`src/common/flps_pkg.sv`:
```
// Constants, command codes and carrier types for the sector protection block
package flps_pkg;
    // ****************************************
    // Geometry
    // ****************************************
    localparam int SECTORS = 46;
    localparam int GROUPS = 24;
    localparam int SEC_W = 6;
    localparam int GRP_W = 5;
    localparam logic [SEC_W-1:0] BOOT_LO_LAST = 6'h07;
    localparam logic [SEC_W-1:0] BOOT_HI_FIRST = 6'h26;
    localparam logic [SEC_W-1:0] MID_FIRST_GRP_END = 6'h0A;
    localparam logic [SEC_W-1:0] MID_LAST_GRP_START = 6'h23;
    localparam logic [SEC_W-1:0] WP_SEC_A = 6'h00;
    localparam logic [SEC_W-1:0] WP_SEC_B = 6'h01;

    // ****************************************
    // Register map
    // ****************************************
    localparam int ADDR_W = 8;
    localparam logic [ADDR_W-1:0] OFF_CMD = 8'h00;
    localparam logic [ADDR_W-1:0] OFF_PWD_LO = 8'h04;
    localparam logic [ADDR_W-1:0] OFF_PWD_HI = 8'h08;
    localparam logic [ADDR_W-1:0] OFF_STATUS = 8'h0C;
    localparam logic [ADDR_W-1:0] OFF_VERIFY = 8'h10;
    localparam int CMD_OP_LSB = 0;
    localparam int CMD_SEC_LSB = 8;
    localparam logic [1:0] RESP_OKAY = 2'h0;
    localparam logic [1:0] RESP_SLVERR = 2'h2;

    // ****************************************
    // Command codes
    // ****************************************
    localparam logic [3:0] OP_PROGRAM = 4'h1;
    localparam logic [3:0] OP_ERASE = 4'h2;
    localparam logic [3:0] OP_NV_SET = 4'h3;
    localparam logic [3:0] OP_NV_ERASE = 4'h4;
    localparam logic [3:0] OP_VOL_SET = 4'h5;
    localparam logic [3:0] OP_VOL_CLR = 4'h6;
    localparam logic [3:0] OP_FREEZE_SET = 4'h7;
    localparam logic [3:0] OP_PERS_LOCK = 4'h8;
    localparam logic [3:0] OP_PWD_LOCK = 4'h9;
    localparam logic [3:0] OP_PWD_PROGRAM = 4'hA;
    localparam logic [3:0] OP_PWD_UNLOCK = 4'hB;
    localparam logic [3:0] OP_VERIFY = 4'hC;

    // ****************************************
    // Timing
    // ****************************************
    localparam int CLK_MHZ = 250;
    localparam int PROG_POLL_US = 1;
    localparam int ERASE_POLL_US = 50;
    localparam int PWD_CHECK_US = 2;
    localparam int PROG_POLL_CYC = PROG_POLL_US * CLK_MHZ;
    localparam int ERASE_POLL_CYC_DEF = ERASE_POLL_US * CLK_MHZ;
    localparam int PWD_CHECK_CYC = PWD_CHECK_US * CLK_MHZ;
    localparam int TIMER_W = 14;

    typedef struct packed {
        logic [SEC_W-1:0] sector;
        logic erase;
    } flps_grant_t;
endpackage : flps_pkg

```
`src/design/flps_protect.sv`:
```
// Sector protection decision logic with AXI4-Lite command and status registers
//
// Local design decisions: the AXI4-Lite interface to the registers and the placing of the registers.
`timescale 1ns/1ps
`default_nettype none

// Overview of operation
// - Persistent method unless the password mode lock set
// - Either mode lock fixes method permanently
// - Write-protect pin works in both methods
// - Boot sectors single, middle sectors grouped
// - Nonvolatile bit per group, set individually
// - Nonvolatile erase clears all; host preprograms
// - One freeze bit locks nonvolatile bits
// - Freeze cleared only by reset or by password unlock
// - Volatile bit per sector, reset cleared
// - Protected is nonvolatile OR volatile bit
// - Freeze refuses nonvolatile program and erase
// - Nonvolatile bits persist, cleared only together
// - Volatile bits writable while frozen
// - Low write-protect pin blocks two sectors
// - Protected program or erase is ignored
// - Protected program polls about 1 us
// - Protected erase polls about 50 us
// - Verify reads volatile, nonvolatile, freeze bits
// - Delivered state all guard bits cleared
// - Password mode freeze comes up set
// - Password unlock clears freeze on match
// - Each password check takes 2 us
// - Persistent lock refuses password lock
module flps_protect #(
    parameter int ERASE_POLL_CYC = flps_pkg::ERASE_POLL_CYC_DEF
) (
    input wire logic ref_clk,
    input wire logic rst,
    input wire logic factoryInit,
    input wire logic wpPinN,
    input wire logic s_axi_awvalid,
    output logic s_axi_awready,
    input wire logic [flps_pkg::ADDR_W-1:0] s_axi_awaddr,
    input wire logic s_axi_wvalid,
    output logic s_axi_wready,
    input wire logic [31:0] s_axi_wdata,
    input wire logic [3:0] s_axi_wstrb,
    output logic s_axi_bvalid,
    input wire logic s_axi_bready,
    output logic [1:0] s_axi_bresp,
    input wire logic s_axi_arvalid,
    output logic s_axi_arready,
    input wire logic [flps_pkg::ADDR_W-1:0] s_axi_araddr,
    output logic s_axi_rvalid,
    input wire logic s_axi_rready,
    output logic [31:0] s_axi_rdata,
    output logic [1:0] s_axi_rresp,
    output logic grantValid,
    output flps_pkg::flps_grant_t grant,
    output logic busy
);
    import flps_pkg::*;

    // ****************************************
    // Sector decoding
    // ****************************************
    function automatic logic [GRP_W-1:0] grpOf(input logic [SEC_W-1:0] s);
        logic [SEC_W-1:0] d;
        d = s - 6'h0B;
        if (s <= BOOT_LO_LAST) begin
            grpOf = s[GRP_W-1:0];
        end else if (s >= BOOT_HI_FIRST) begin
            grpOf = GRP_W'(s - 6'h16);
        end else if (s <= MID_FIRST_GRP_END) begin
            grpOf = 5'h08;
        end else if (s >= MID_LAST_GRP_START) begin
            grpOf = 5'h0F;
        end else begin
            grpOf = GRP_W'(6'h09 + {2'h0, d[5:2]});
        end
    endfunction : grpOf

    function automatic logic isWpSec(input logic [SEC_W-1:0] s);
        isWpSec = (s == WP_SEC_A) || (s == WP_SEC_B);
    endfunction : isWpSec

    typedef enum logic [1:0] {ST_IDLE, ST_POLL, ST_CHECK} flps_state_t;

    flps_state_t state;
    logic [TIMER_W-1:0] timer;
    logic wpSync1;
    logic wpSync2;
    logic [GROUPS-1:0] nvBits;
    logic [SECTORS-1:0] volBits;
    logic freeze;
    logic persLock;
    logic pwdLock;
    logic [63:0] pwdStore;
    logic [63:0] pwdIn;
    logic pwdMatch;
    logic lastRefused;
    logic [SEC_W-1:0] verSec;
    logic wrFire;
    logic cmdFire;
    logic idleCmd;
    logic [3:0] op;
    logic [SEC_W-1:0] sec;
    logic secOk;
    logic wpLow;
    logic prot;
    logic writeMapped;
    logic readMapped;

    // ****************************************
    // Write-protect pin synchroniser
    // ****************************************
    always_ff @(posedge ref_clk) begin
        if (rst) begin
            wpSync1 <= 1'b1;
            wpSync2 <= 1'b1;
        end else begin
            wpSync1 <= wpPinN;
            wpSync2 <= wpSync1;
        end
    end
    assign wpLow = !wpSync2;

    // ****************************************
    // AXI4-Lite write channel
    // ****************************************
    assign wrFire = s_axi_awvalid && s_axi_wvalid && !s_axi_bvalid;
    assign s_axi_awready = wrFire;
    assign s_axi_wready = wrFire;
    assign writeMapped = (s_axi_awaddr == OFF_CMD) || (s_axi_awaddr == OFF_PWD_LO) ||
                         (s_axi_awaddr == OFF_PWD_HI);

    always_ff @(posedge ref_clk) begin
        if (rst) begin
            s_axi_bvalid <= 1'b0;
            s_axi_bresp <= RESP_OKAY;
        end else if (wrFire) begin
            s_axi_bvalid <= 1'b1;
            s_axi_bresp <= writeMapped ? RESP_OKAY : RESP_SLVERR;
        end else if (s_axi_bready) begin
            s_axi_bvalid <= 1'b0;
        end
    end

    // Candidate password, byte lanes honoured
    genvar gb;
    generate
        for (gb = 0; gb < 4; gb++) begin : gPwdLane
            always_ff @(posedge ref_clk) begin
                if (rst) begin
                    pwdIn[gb*8 +: 8] <= 8'h00;
                    pwdIn[32+gb*8 +: 8] <= 8'h00;
                end else if (wrFire && s_axi_wstrb[gb]) begin
                    if (s_axi_awaddr == OFF_PWD_LO) begin
                        pwdIn[gb*8 +: 8] <= s_axi_wdata[gb*8 +: 8];
                    end
                    if (s_axi_awaddr == OFF_PWD_HI) begin
                        pwdIn[32+gb*8 +: 8] <= s_axi_wdata[gb*8 +: 8];
                    end
                end
            end
        end
    endgenerate

    assign cmdFire = wrFire && (s_axi_awaddr == OFF_CMD) && (&s_axi_wstrb[1:0]);
    assign op = s_axi_wdata[CMD_OP_LSB +: 4];
    assign sec = s_axi_wdata[CMD_SEC_LSB +: SEC_W];
    assign secOk = sec < SEC_W'(SECTORS);
    assign idleCmd = cmdFire && (state == ST_IDLE);

    // ****************************************
    // Protection decision
    // ****************************************
    assign prot = nvBits[grpOf(sec)] || volBits[sec] || (wpLow && isWpSec(sec));

    always_ff @(posedge ref_clk) begin
        if (rst) begin
            state <= ST_IDLE;
            timer <= '0;
        end else begin
            case (state)
                ST_IDLE: begin
                    if (idleCmd && secOk && prot && op == OP_PROGRAM) begin
                        state <= ST_POLL;
                        timer <= TIMER_W'(PROG_POLL_CYC - 1);
                    end else if (idleCmd && secOk && prot && op == OP_ERASE) begin
                        state <= ST_POLL;
                        timer <= TIMER_W'(ERASE_POLL_CYC - 1);
                    end else if (idleCmd && op == OP_PWD_UNLOCK && pwdLock) begin
                        state <= ST_CHECK;
                        timer <= TIMER_W'(PWD_CHECK_CYC - 1);
                    end
                end
                ST_POLL, ST_CHECK: begin
                    if (timer == '0) begin
                        state <= ST_IDLE;
                    end else begin
                        timer <= timer - 1'b1;
                    end
                end
                default: state <= ST_IDLE;
            endcase
        end
    end
    assign busy = (state != ST_IDLE);

    // Compare once at command time so later password writes do not matter
    always_ff @(posedge ref_clk) begin
        if (rst) begin
            pwdMatch <= 1'b0;
        end else if (idleCmd && op == OP_PWD_UNLOCK) begin
            pwdMatch <= (pwdIn == pwdStore);
        end
    end

    // ****************************************
    // Guard bits
    // ****************************************
    always_ff @(posedge ref_clk) begin
        if (rst) begin
            freeze <= pwdLock;
        end else if (idleCmd && op == OP_FREEZE_SET) begin
            freeze <= 1'b1;
        end else if (state == ST_CHECK && timer == '0 && pwdMatch) begin
            freeze <= 1'b0;
        end
    end

    always_ff @(posedge ref_clk) begin
        if (rst) begin
            volBits <= '0;
        end else if (idleCmd && secOk && op == OP_VOL_SET) begin
            volBits[sec] <= 1'b1;
        end else if (idleCmd && secOk && op == OP_VOL_CLR) begin
            volBits[sec] <= 1'b0;
        end
    end

    // Nonvolatile state survives rst; factoryInit models a blank part
    always_ff @(posedge ref_clk) begin
        if (factoryInit) begin
            nvBits <= '0;
        end else if (idleCmd && !freeze && secOk && op == OP_NV_SET) begin
            nvBits[grpOf(sec)] <= 1'b1;
        end else if (idleCmd && !freeze && op == OP_NV_ERASE) begin
            nvBits <= '0;
        end
    end

    always_ff @(posedge ref_clk) begin
        if (factoryInit) begin
            persLock <= 1'b0;
            pwdLock <= 1'b0;
        end else if (idleCmd && op == OP_PERS_LOCK && !pwdLock) begin
            persLock <= 1'b1;
        end else if (idleCmd && op == OP_PWD_LOCK && !persLock) begin
            pwdLock <= 1'b1;
        end
    end

    always_ff @(posedge ref_clk) begin
        if (factoryInit) begin
            pwdStore <= '0;
        end else if (idleCmd && op == OP_PWD_PROGRAM && !pwdLock) begin
            pwdStore <= pwdIn;
        end
    end

    always_ff @(posedge ref_clk) begin
        if (rst) begin
            lastRefused <= 1'b0;
        end else if (cmdFire) begin
            lastRefused <= !idleCmd ||
                ((op == OP_PROGRAM || op == OP_ERASE) && (prot || !secOk)) ||
                ((op == OP_NV_SET || op == OP_NV_ERASE) && freeze) ||
                (op == OP_PWD_LOCK && persLock) || (op == OP_PERS_LOCK && pwdLock);
        end
    end

    always_ff @(posedge ref_clk) begin
        if (rst) begin
            verSec <= '0;
        end else if (idleCmd && secOk && op == OP_VERIFY) begin
            verSec <= sec;
        end
    end

    // ****************************************
    // Grant to the array sequencer
    // ****************************************
    always_ff @(posedge ref_clk) begin
        if (rst) begin
            grantValid <= 1'b0;
            grant <= '0;
        end else begin
            grantValid <= idleCmd && secOk && !prot && (op == OP_PROGRAM || op == OP_ERASE);
            grant <= '{sector: sec, erase: (op == OP_ERASE)};
        end
    end

    // ****************************************
    // AXI4-Lite read channel
    // ****************************************
    assign s_axi_arready = !s_axi_rvalid;
    assign readMapped = (s_axi_araddr == OFF_CMD) || (s_axi_araddr == OFF_PWD_LO) ||
                        (s_axi_araddr == OFF_PWD_HI) || (s_axi_araddr == OFF_STATUS) ||
                        (s_axi_araddr == OFF_VERIFY);

    always_ff @(posedge ref_clk) begin
        if (rst) begin
            s_axi_rvalid <= 1'b0;
            s_axi_rdata <= '0;
            s_axi_rresp <= RESP_OKAY;
        end else if (s_axi_arvalid && !s_axi_rvalid) begin
            s_axi_rvalid <= 1'b1;
            s_axi_rresp <= readMapped ? RESP_OKAY : RESP_SLVERR;
            if (s_axi_araddr == OFF_STATUS) begin
                s_axi_rdata <= {24'h0000_00, wpLow, pwdLock, persLock, freeze,
                                lastRefused, state == ST_CHECK, state == ST_POLL, busy};
            end else if (s_axi_araddr == OFF_VERIFY) begin
                s_axi_rdata <= {16'h0000, 2'h0, verSec, 5'h00, freeze,
                                nvBits[grpOf(verSec)], volBits[verSec]};
            end else begin
                s_axi_rdata <= '0;
            end
        end else if (s_axi_rready) begin
            s_axi_rvalid <= 1'b0;
        end
    end

    // ****************************************
    // Checks
    // ****************************************
    localparam int PROG_D = PROG_POLL_CYC;
endmodule : flps_protect

`default_nettype wire

```
`config.mk`:
```
export PLATFORM = sky130hd
export DESIGN_NAME = flps_protect
export DESIGN_NICKNAME = d
export VERILOG_FILES = /design/src/common/flps_pkg.sv /design/src/design/flps_protect.sv
export SDC_FILE = /design/constraint.sdc
export NUM_CORES = 1
export LEC_CHECK = 0
export BUFFER_PORTS_ARGS = -buffer_cell sky130_fd_sc_hd__buf_2
export CORE_MARGIN = 5
export CORE_UTILIZATION = 35
export DETAILED_ROUTE_END_ITERATION = 6
export PLACE_DENSITY = 0.56
export SLEW_MARGIN = 15
export SYNTH_ARGS = -nofsm -noshare
export SYNTH_HDL_FRONTEND = slang
export SYNTH_SLANG_ARGS = --single-unit
```
`constraint.sdc`:
```
create_clock -name ref_clk -period 6.3 [get_ports ref_clk]
set_input_delay 1.26 -clock ref_clk [delete_from_list [all_inputs] [get_ports ref_clk]]
set_output_delay 1.26 -clock ref_clk [all_outputs]
set_load 0.03 [all_outputs]
```
==> out/results.ini <==
[yosys]
seq_area_frac_synth = 0.3932
ys_ff_latch = 253
syn_area_um2 = 12910
avgSynthCellArea_um2 = 8.663
yosysTopAreaCell = dfxtp_1
synthFlopType = dfxtp_1
synth_warnings = 0
synth_edf_count = 1
ys_top_cells_by_area = dfxtp_1 39%, mux2i_1 9.3%, nand2_1 6.9%
syn_inst = 1490
async_reset_ff_frac = 0
yosysTopAreaCellShare = 0.3908
ys_types = 75

[power]
ir_drop_mv = 0.2173
power_mw = 3.626
p_leak_nw = 6.221
power_density_nw_per_um2 = 247.8

[cts]
cts_tree = built
post_cts_buffers = 0
cts_buffer_depth = 3
ctsResizeCount = 0
clk_latency_ns = 0.56
cts.clk_slew.worst_paths_ns = 0.06
cts_max_level = 1
clock-sinks = 253
cts_hold_buffers = 0
numCtsBuffers = 29
cts-root-buf = clkbuf_16

[sta]
whs_ns = 0.4084
finalMaxSlewViolations = 0
period_needed_ns = 4.986
setup_violations = 0
worst_pin_slew_ns = 1.184
skew_ns = 0.009477
relSlewSlack = 0.2057
grt_setup_unrepaired = false
hold_violations = 0
fin_ws_ns = 1.314
fmax_mhz = 200.5
finalSetupTns_ns = 0
finalCritPeriodShare = 0.7915

[floorplan]
die_w_um = 202.0
num_io_pins = 111
dieArea_um2 = 40820
num_rows = 70
coreArea_um2 = 36520
die_height_um = 202.0
start_util = 0.3534

[setup_path]
cp-start-kind = input port
critical_path_class = in2reg
cp.required_ns = 6.76
crit_arrival_ns = 5.45
worstPathMaxFanout = 10
critPathCaptureType = register

[global_route]
globalRouteOverflowTotal = 0
grt_pass1_vias = 10110
track_usage = 0.1665
grt_max_degree = 97
antenna_found_initial = 3
grt_pass1_wl_mm = 56.53

[final_layout]
nNetsFinal = 1605
stdcell_count = 2023
area_growth_pct = 13.35
drive_gt1_frac = 0.1403
final_util = 0.4006
design_area_um2 = 14630
fillers = 3651

[place]
hpwl_mm = 24.18
placed_cell_area_um2 = 13590
place_ws_ns = 0.8220
placed_cells = 1969
numPortBuffers = 90
gp_congestion = 0.8928

[flow_run]
cap_violations = 0

[routing]
ant_nets = 0
wl_per_cell_um = 17.49
via_count = 10730
vias_per_cell = 5.304
drt-total-wl_mm = 35.38
drc = 0
first_pass_iters = 5
drt-initial-drc-count = 811

[outcome]
status = completed

[worst_hold_path]
hold_path.class = reg2reg

[final cells by class]
type / count / area (um2) / share of cell area
clock buffer: 39 / 833.3 / 0.05696
sequential: 253 / 5075 / 0.3469
multi-input combinational: 1125 / 7313 / 0.4999
timing repair buffer: 102 / 543.0 / 0.03712
tap: 468 / 585.6 / 0.04002
inverter: 21 / 78.83 / 0.005388
clock inverter: 14 / 198.9 / 0.01360
antenna: 1 / 2.502 / 0.0001710
[cells in the final DEF, fill, tap and decap left out, types with 20 or more instances in the layout]
cell / count
a21oi_1: 105
inv_1: 21
nand3_1: 25
nand2_1: 237
buf_2: 89
clkbuf_16: 29
conb_1: 20
nor2_1: 204
xor2_1: 67
dfxtp_1: 252
a22oi_1: 28
nor4_1: 23
mux2i_1: 120
mux4_2: 34
[worst paths after layout]
| kind | startpoint | endpoint | slack [ns] | depth (start not counted) |
|---|---|---|---|---|
| worst max-delay path | s_axi_wdata[10] | timer[10] | 1.31 | 17 |
| worst min-delay path | wpSync1 | wpSync2 | 0.41 | 1 |
| worst max register to register | verSec[1] | s_axi_rdata[1] | 1.99 | 12 |
| worst min register to register | wpSync1 | wpSync2 | 0.41 | 1 |
[cells by family (layout without fill, tap and decap cells)]
family / Yosys count / after routing / synth area share
AO/OA/AOI/OAI: 240 / 240 / 0.1243
XOR/XNOR: 72 / 72 / 0.04886
adder cells (fa/ha/maj): 12 / 12 / 0.01163
buffers and inverters: 131 / 176 / 0.04682
flip-flops: 253 / 253 / 0.3932
multiplexers: 160 / 160 / 0.1576
other: 1 / 21 / 0.0002905
AND/OR/NAND/NOR: 621 / 621 / 0.2173
[critical path, cell delays in order]
cell and delay, ns:
buf_2 0.10, inv_1 0.16, ha_1 0.38, and2_1 0.22, nor2_1 0.06, xnor2_1 0.13, ha_1 0.34, or3_1 0.32
o2111ai_1 0.18, o32ai_1 0.16, nand2_1 0.26, mux2_2 0.37, a22oi_1 0.30, nand4_2 0.19, a211oi_2 0.65, nand2_1 0.12
o41ai_1 0.25
[per-layer routing]
metal  part of all wire  vias to the layer above  track usage  routed length, um
met1               0.48                     5131       0.2424              16920
li1                   -                     5281            -                  -
met5            0.00065                        -            0                 23
met4              0.023                        4      0.04321                805
met3              0.045                       55      0.02407               1598
met2               0.45                      258       0.2597              16030
[power breakdown]
| group | switching [mW] | leakage (nW) | internal [mW] |
|---|---|---|---|
| Clock | 0.689 | 0.510 | 1.10 |
| Combinational | 0.168 | 3.67 | 0.0612 |
| Sequential | 0.00342 | 2.04 | 1.61 |
| Total | 0.861 | 6.22 | 2.76 |
[Yosys cell counts (7+ instances only)]
cell type and n:
nor4_1 23, buf_2 9, o21a_1 7, clkbuf_1 71, buf_4 25, nand2_1 237, o211ai_1 10, nor2_1 205
xor2_1 67, mux4_2 34, a21oi_1 105, dfxtp_1 252, o21ai_0 18, ha_1 12, nor2b_1 7, nand3b_1 7
nor3_1 19, nor3b_1 12, nand2b_1 15, mux2i_1 120, a22oi_1 28, and3_1 17, a21boi_0 7, nand3_1 25
inv_1 21, and2_1 10, or3_1 9, or4_1 9
Note: power is estimated with default switching activity, not from simulation.
